[src/shp_consts.vh]
`ifndef SHP_CONSTS_VH
`define SHP_CONSTS_VH

// header codes with the half-select bit cleared
`define SHP_HDR_ALT_NI     8'h40
`define SHP_HDR_ALT_IL     8'h48
`define SHP_HDR_CONST      8'h43
`define SHP_HDR_RW_NI      8'h41
`define SHP_HDR_RW_IL      8'h49
`define SHP_HDR_HALF_MASK  8'hfb
`define SHP_HDR_HALF_BIT   2

// address byte layout
`define SHP_ADR_RD_BIT     7
`define SHP_ADR_IDX_W      7

// data-buffer window for the constant-address format
`define SHP_BUF_LO         8'h00
`define SHP_BUF_HI         8'h1f
`define SHP_BUF_ALT0       8'h6a
`define SHP_BUF_ALT1       8'h7a
`define SHP_PTR_W          6
`define SHP_PTR_RST        6'h00

// bits in a byte, last bit index
`define SHP_BIT_LAST       3'h7

`endif

[src/shp_serial_port.v]
`timescale 1ns/10ps
`default_nettype none
`include "shp_consts.vh"

module shp_serial_port
(
   // clock and reset
   input  wire       clk_sys_i,
   input  wire       reset_n_i,
   // host interface selection straps
   input  wire       strap_wr_i,
   input  wire       strap_rd_i,
   input  wire       strap_ale_i,
   // serial control port
   input  wire       cs_n_i,
   input  wire       sck_i,
   input  wire       serial_rx_line_i,
   output wire       serial_tx_line_o,
   output wire       serial_tx_line_oe_o,
   // register side
   output wire [7:0] reg_addr_o,
   output wire [7:0] reg_wdata_o,
   output wire       reg_wr_o,
   output wire       reg_rd_o,
   input  wire [7:0] reg_rdata_i,
   output wire [5:0] buf_ptr_o,
   output wire       buf_access_o,
   // selected host interface
   output wire       serial_sel_o,
   output wire       parallel_sel_o,
   output wire       monitor_sel_o,
   // interrupt
   input  wire       irq_event_i,
   input  wire       irq_pol_high_i,
   output wire       irq_o
);

   localparam [7:0] ST_IDLE   = 8'h01;
   localparam [7:0] ST_HDR    = 8'h02;
   localparam [7:0] ST_ADDR   = 8'h04;
   localparam [7:0] ST_WDATA  = 8'h08;
   localparam [7:0] ST_RSLOT  = 8'h10;
   localparam [7:0] ST_CONST  = 8'h20;
   localparam [7:0] ST_WBURST = 8'h40;
   localparam [7:0] ST_DEAD   = 8'h80;

   // straps run unreset so they can be caught while reset is held
   reg  [1:0] strap_cs_ff;
   reg  [2:0] strap_a_ff;
   reg  [2:0] strap_b_ff;
   reg        rst_s1_ff;
   reg        rst_s2_ff;
   reg        serial_mode_ff;
   reg        parallel_mode_ff;
   reg        monitor_mode_ff;

   reg  [2:0] sck_sync_ff;
   reg  [2:0] cs_sync_ff;
   reg  [1:0] rx_sync_ff;

   reg  [7:0] state_ff;
   reg  [7:0] nxt_state;
   reg  [2:0] bit_cnt_ff;
   reg  [7:0] rx_sh_ff;
   reg        half_ff;
   reg        interleave_ff;
   reg        const_rd_ff;
   reg        fmt_const_ff;
   reg        fmt_rw_ff;
   reg  [7:0] addr_ff;
   reg  [7:0] wdata_ff;
   reg        wr_ff;
   reg        rd_ff;
   reg        rd_cap_ff;
   reg  [7:0] rd_buf_ff;
   reg        pend_ff;
   reg  [7:0] tx_sh_ff;
   reg        tx_en_ff;
   reg  [5:0] ptr_ff;
   reg        pol_ff;
   reg        ev_ff;
   reg        irq_ff;

   wire       sck_rise = sck_sync_ff[1] & ~sck_sync_ff[2];
   wire       sck_fall = ~sck_sync_ff[1] & sck_sync_ff[2];
   wire       cs_act   = ~cs_sync_ff[1] & serial_mode_ff;
   wire       cs_fall  = cs_sync_ff[2] & ~cs_sync_ff[1];
   wire       byte_done = cs_act & sck_rise & (bit_cnt_ff == `SHP_BIT_LAST);
   wire [7:0] rx_byte  = {rx_sh_ff[6:0], rx_sync_ff[1]};
   wire [7:0] hdr_code = rx_byte & `SHP_HDR_HALF_MASK;
   wire       adr_rd   = rx_byte[`SHP_ADR_RD_BIT];
   wire [7:0] full_adr = {half_ff, rx_byte[`SHP_ADR_IDX_W-1:0]};
   wire       is_buf   = ((addr_ff >= `SHP_BUF_LO) && (addr_ff <= `SHP_BUF_HI))
                         || (addr_ff == `SHP_BUF_ALT0)
                         || (addr_ff == `SHP_BUF_ALT1);

   always @(posedge clk_sys_i)
   begin
      strap_a_ff  <= {strap_wr_i, strap_rd_i, strap_ale_i};
      strap_b_ff  <= strap_a_ff;
      strap_cs_ff <= {strap_cs_ff[0], cs_n_i};
   end

   always @(posedge clk_sys_i or negedge reset_n_i)
   begin
      if (!reset_n_i)
         {rst_s2_ff, rst_s1_ff} <= 2'h0;
      else
         {rst_s2_ff, rst_s1_ff} <= {rst_s1_ff, 1'b1};
   end

   // cs doubles as a strap; the last value seen under reset sticks
   always @(posedge clk_sys_i)
   begin
      if (!rst_s2_ff)
      begin
         serial_mode_ff   <= ~strap_b_ff[2] & ~strap_b_ff[1] &
                             strap_cs_ff[1] & ~strap_b_ff[0];
         monitor_mode_ff  <= ~strap_b_ff[2] & ~strap_b_ff[1] &
                             ~strap_cs_ff[1] & ~strap_b_ff[0];
         parallel_mode_ff <= strap_b_ff[2] & strap_b_ff[1];
      end
   end

   always @(posedge clk_sys_i or negedge reset_n_i)
   begin
      if (!reset_n_i)
      begin
         sck_sync_ff <= 3'h0;
         cs_sync_ff  <= 3'h7;
         rx_sync_ff  <= 2'h0;
      end
      else
      begin
         sck_sync_ff <= {sck_sync_ff[1:0], sck_i};
         cs_sync_ff  <= {cs_sync_ff[1:0], cs_n_i};
         rx_sync_ff  <= {rx_sync_ff[0], serial_rx_line_i};
      end
   end

   always @*
   begin
      nxt_state = state_ff;
      if (!cs_act)
         nxt_state = ST_IDLE;
      else if (cs_fall)
         nxt_state = ST_HDR;
      else if (byte_done)
      begin
         case (state_ff)
            ST_HDR:
               if ((hdr_code == `SHP_HDR_ALT_NI) ||
                   (hdr_code == `SHP_HDR_ALT_IL) ||
                   (hdr_code == `SHP_HDR_CONST)  ||
                   (hdr_code == `SHP_HDR_RW_NI)  ||
                   (hdr_code == `SHP_HDR_RW_IL))
                  nxt_state = ST_ADDR;
               else
                  nxt_state = ST_DEAD;
            ST_ADDR:
               if (fmt_const_ff)
                  nxt_state = ST_CONST;
               else if (adr_rd)
                  nxt_state = interleave_ff ? ST_ADDR : ST_RSLOT;
               else if (fmt_rw_ff)
                  nxt_state = ST_WBURST;
               else
                  nxt_state = ST_WDATA;
            ST_WDATA:  nxt_state = ST_ADDR;
            ST_RSLOT:  nxt_state = ST_ADDR;
            ST_CONST, ST_WBURST, ST_DEAD: nxt_state = state_ff;
            default:   nxt_state = ST_IDLE;
         endcase
      end
   end

   always @(posedge clk_sys_i or negedge reset_n_i)
   begin
      if (!reset_n_i)
      begin
         state_ff      <= ST_IDLE;
         bit_cnt_ff    <= 3'h0;
         rx_sh_ff      <= 8'h00;
         half_ff       <= 1'b0;
         interleave_ff <= 1'b0;
         fmt_const_ff  <= 1'b0;
         fmt_rw_ff     <= 1'b0;
         const_rd_ff   <= 1'b0;
         addr_ff       <= 8'h00;
         wdata_ff      <= 8'h00;
         wr_ff         <= 1'b0;
         rd_ff         <= 1'b0;
         ptr_ff        <= `SHP_PTR_RST;
      end
      else
      begin
         state_ff <= nxt_state;
         wr_ff    <= 1'b0;
         rd_ff    <= 1'b0;
         if (!cs_act || cs_fall)
            bit_cnt_ff <= 3'h0; // partial bytes dropped
         else if (sck_rise)
         begin
            bit_cnt_ff <= bit_cnt_ff + 3'h1;
            rx_sh_ff   <= rx_byte; // msb first
         end
         // pointer moves on only after an access has used it
         if ((wr_ff || rd_ff) && fmt_const_ff && is_buf)
            ptr_ff <= ptr_ff + 6'h01;
         if (byte_done)
         begin
            case (state_ff)
               ST_HDR:
               begin
                  half_ff       <= rx_byte[`SHP_HDR_HALF_BIT];
                  interleave_ff <= rx_byte[3];
                  fmt_const_ff  <= (hdr_code == `SHP_HDR_CONST);
                  fmt_rw_ff     <= rx_byte[0] & ~rx_byte[1];
                  const_rd_ff   <= 1'b0;
                  ptr_ff        <= `SHP_PTR_RST;
               end
               ST_ADDR:
               begin
                  addr_ff     <= full_adr;
                  rd_ff       <= adr_rd;
                  const_rd_ff <= adr_rd; // direction of a constant stream
               end
               ST_WDATA, ST_WBURST:
               begin
                  wdata_ff <= rx_byte;
                  wr_ff    <= 1'b1;
               end
               ST_CONST:
               begin
                  wdata_ff <= rx_byte;
                  wr_ff    <= ~const_rd_ff;
                  rd_ff    <= const_rd_ff;
               end
               default: wr_ff <= 1'b0;
            endcase
         end
      end
   end

   // read data held for the next byte boundary on the falling edge
   always @(posedge clk_sys_i or negedge reset_n_i)
   begin
      if (!reset_n_i)
      begin
         rd_cap_ff <= 1'b0;
         rd_buf_ff <= 8'h00;
         pend_ff   <= 1'b0;
         tx_sh_ff  <= 8'h00;
         tx_en_ff  <= 1'b0;
      end
      else
      begin
         rd_cap_ff <= rd_ff;
         if (!cs_act)
         begin
            pend_ff  <= 1'b0;
            tx_en_ff <= 1'b0;
         end
         else
         begin
            if (sck_fall && bit_cnt_ff == 3'h0)
            begin
               tx_en_ff <= pend_ff;
               tx_sh_ff <= rd_buf_ff;
               pend_ff  <= 1'b0;
            end
            else if (sck_fall && tx_en_ff)
               tx_sh_ff <= {tx_sh_ff[6:0], 1'b0};
            // a fresh read outranks the clear at the slot boundary
            if (rd_cap_ff)
            begin
               rd_buf_ff <= reg_rdata_i;
               pend_ff   <= 1'b1;
            end
         end
      end
   end

   // event and polarity share a stage, so a joint change cannot glitch
   always @(posedge clk_sys_i or negedge reset_n_i)
   begin
      if (!reset_n_i)
      begin
         {pol_ff, ev_ff} <= 2'h0;
         irq_ff <= 1'b1;
      end
      else
      begin
         {pol_ff, ev_ff} <= {irq_pol_high_i, irq_event_i};
         irq_ff <= pol_ff ? ev_ff : ~ev_ff;
      end
   end

   assign serial_tx_line_o    = tx_sh_ff[7];
   assign serial_tx_line_oe_o = tx_en_ff;
   assign reg_addr_o          = addr_ff;
   assign reg_wdata_o         = wdata_ff;
   assign reg_wr_o            = wr_ff;
   assign reg_rd_o            = rd_ff;
   assign buf_ptr_o           = ptr_ff;
   assign buf_access_o        = fmt_const_ff & is_buf;
   assign serial_sel_o        = serial_mode_ff;
   assign parallel_sel_o      = parallel_mode_ff;
   assign monitor_sel_o       = monitor_mode_ff;
   assign irq_o               = irq_ff;

endmodule // shp_serial_port
`default_nettype wire

[config.mk]
export PLATFORM = sky130hd
export DESIGN_NAME = shp_serial_port
export DESIGN_NICKNAME = d
export VERILOG_FILES = /design/src/shp_serial_port.v
export VERILOG_INCLUDE_DIRS = /design/src
export SDC_FILE = /design/constraint.sdc
export NUM_CORES = 1
export LEC_CHECK = 0
export ABC_AREA = 1
export ABC_CLOCK_PERIOD_IN_PS = 4100
export BUFFER_PORTS_ARGS = -buffer_cell sky130_fd_sc_hd__buf_2
export CORE_MARGIN = 2
export CORE_UTILIZATION = 55
export CTS_BUF_LIST = sky130_fd_sc_hd__clkbuf_8 sky130_fd_sc_hd__clkbuf_16
export DETAILED_ROUTE_END_ITERATION = 8
export GPL_TIMING_DRIVEN = 0
export HOLD_SLACK_MARGIN = 0.05
export PLACE_DENSITY = 0.76
export SETUP_SLACK_MARGIN = 0.05
export SLEW_MARGIN = 25
export SYNTH_ARGS = -nofsm -noshare
export SYNTH_HDL_FRONTEND = slang
export SYNTH_SLANG_ARGS = --single-unit
[constraint.sdc]
create_clock -name clk_sys_i -period 4.1 [get_ports clk_sys_i]
set_clock_uncertainty 0.1 [all_clocks]
set_input_delay 0.82 -clock clk_sys_i [delete_from_list [all_inputs] [get_ports clk_sys_i]]
set_output_delay 0.82 -clock clk_sys_i [all_outputs]
set_load 0.01 [all_outputs]
==> run metrics <==
synth unique cells 32; fin crit share 0.5696; Leak 0.002252 µW; Max-cap violations 0; Post-Synth Simple-Gate Area 0.2565; WL/cell 11.61 µm; initial antenna violation count 0; switching share of power 0.2379; Critical Path AT 1.42 ns; Final nets between 500 and 600; Final setup violation count 0; post-synthesis cell area 3874 µm²; gpl congestion 0.9338; Synth Area per Inst 9.009 µm²; GR Overflow Total 0; first drt pass iteration count 4; row cnt 30; Post-Synth Adder-Cell Area 0.01292; Synth Area in Compound Gates 0.06008; max frequency 0.4282 GHz; top-count cell post-synth nand2_1; Worst path max stage delay ~0.4 ns; # Post-CTS Setup Buffers 0; TNS Setup 0 ns; area fraction of the dominant cell type after synthesis 0.4780; top cells by count, synth nand2_1, dfrtp_1, inv_1; CTS Hold Bufs 0; combinational share of power 0.067; Yosys reg bits 90; worst hold path type reg2reg; RSZ-0062 raised after global routing false; crit path time final 2.336 ns; Psw 393.7 µW; most used cell, CP nand2_1; I/O Pins ~50; detailed placement HPWL 5170 µm; largest family of logic cells by synthesized area simple AND/OR/NAND/NOR gates; CP Data Required Time 3.18 ns; largest net degree at the start of global routing 44; initial DRC count 149; # resized after CTS 0; Post-Route WL slightly below 7000 µm; clock-pin slew on the worst setup and hold paths 0.09 ns; H-tree levels 3; final design utilization 0.6549; placed cell area 4257 µm²; Post-Synth XOR/XNOR Area 0.004522; vias in the first global route 2778; pwr/cell area around 370 nW/µm²; fraction of layout cells with a size suffix above 1 0.2202; Via density 4.948; Die ar. 7731 µm²; Die Span X 87.93 µm; Area Overhead vs Synth 14.86%; syn_nets around 450; Synth area leaders dfrtp_1, nand2_1, inv_1; status finished clean; # DRC 0; core area 6794 µm²; area leader, netlist dfrtp_1; Flop pwr share 0.582; routed vias 2924; critical-path cell list inv_1 -> nand2_1 -> nor2_1 -> nand2_1 -> a31oi_1 -> buf_2; Synth async-reset ratio 0.8778; number of buffers created by CTS 9; Slew Limit Fails 0; root buf cell clkbuf_8; die height roughly 90 µm; worst skew pair latency ~0.35 ns; crit end category output port; Post-synth EDFFs 3; Total Routing Usage GR 0.1960; number of antenna diodes 0; clk sinks 90; Initial Util 0.5702; Finished Cell Area 4449 µm²; I/O Buffers 48; dominant synthesized flop cell dfrtp_1; VDD IR max 0.0003157 V; CP Max Fanout 3; Clk pwr share 0.351; Int Pwr approximately 1300 µW; CTS tree yes; yosys warns 0; slowest CP cell dfrtp_1; Startpoint Class flop; R2R setup slack 2.30 ns; WS Path Type reg2out; post-route ant nets 0; first-pass GRT wire length 11780 µm; Cells after Synth 430; multiplexer share of the synthesized area 0.02035; Hold Vio Cnt, Final 0; worst-case clock buffer depth 2; Seq/Total Area, Yosys 0.5766
[per-stage QoR]
stage          hold slack, ns  instances  power (µW)  worst slack (ns)
6_report               0.2295        591        1655             1.764
5_1_grt                0.2431        591        1727             1.649
4_1_cts                0.2297        591        1673             1.759
3_5_place_dp           0.2147        575        1094             2.154
3_3_place_gp           0.2100        574        1084             1.580
2_1_floorplan          0.2096        430        1042             2.194
[logic make-up after synthesis]
family / after synthesis
XOR/XNOR: 2
buffers and inverters: 62
other: 1
flip-flops: 90
AND/OR/NAND/NOR: 221
AO/OA/AOI/OAI: 43
multiplexers: 7
adder cells (fa/ha/maj): 4
[final timing paths]
path | to | startpoint | cells after the start
worst max-delay path | buf_access_o | reg_addr_o[7]$_DFFE_PN0P_ | 6
worst min-delay path | strap_cs_ff[1]$_DFF_P_ | strap_cs_ff[0]$_DFF_P_ | 0
worst max register to register | tx_sh_ff[5]$_DFFE_PN0P_ | bit_cnt_ff[0]$_DFFE_PN0P_ | 11
worst min register to register | strap_cs_ff[1]$_DFF_P_ | strap_cs_ff[0]$_DFF_P_ | 0
max in group asynchronous | bit_cnt_ff[1]$_DFFE_PN0P_ | reset_n_i | 2
min in group asynchronous | buf_ptr_o[2]$_DFF_PN0_ | reset_n_i | 1
[cell usage in the layout (no fill, tap or decap), types with 8 or more instances in the layout]
cell      Yosys  layout
a31oi_1       8       8
buf_2         1      48
clkbuf_8      0       9
dfrtp_1      74      74
dfxtp_1       8       8
inv_1        51      51
nand2_1     106     106
nand2_2      10      10
nand3_1      32      32
nor2_1       48      48
o21ai_0      14      14
o21ai_1      12      12
[worst max-delay path: cells and delay by family (launching register included)]
family,cells,cell delay (ns)
buffers and inverters,2,0.26
AND/OR/NAND/NOR,3,0.25
AO/OA/AOI/OAI,1,0.16
flip-flops,1,0.40
[metal layers]
metal | global-route usage | up-vias | share of wire
li1 | - | 1486 | -
met1 | 0.2541 | 1368 | 0.45
met2 | 0.3271 | 63 | 0.50
met3 | 0.03676 | 7 | 0.039
met4 | 0.07832 | 0 | 0.011
met5 | 0 | - | 0
[layout make-up]
class | count | area (µm²)
well taps | 96 | 120.1
repair buffers | 49 | 262.8
plain buffers | 5 | 50.05
clock inverters | 7 | 68.82
multi-input cells | 278 | 1376
inverters | 57 | 214.0
fillers | 586 | 2345
clock buffers | 9 | 123.9
flip-flops and latches | 90 | 2233
[power groups by stage]
stage | combinational, µW | sequential (µW) | clock (µW)
global placement | 105 | 979 | 0
detailed placement | 113 | 981 | 0
CTS | 113 | 964 | 596
finish | 110 | 963 | 581
global route | 129 | 969 | 628
floorplan | 63.8 | 979 | 0
[state kept, by name, indices dropped and copies added, names as in the netlist, 2 cells and up]
register and flops:
reg_addr_o 8, rx_sh_ff 7, rd_buf_ff 8, strap_b_ff 3
strap_cs_ff 2, cs_sync_ff 3, bit_cnt_ff 3, state_ff 8
sck_sync_ff 3, buf_ptr_o 6, strap_a_ff 3, rx_sync_ff 2
reg_wdata_o 8, tx_sh_ff 8
Note: power is estimated with default switching activity, not from simulation.
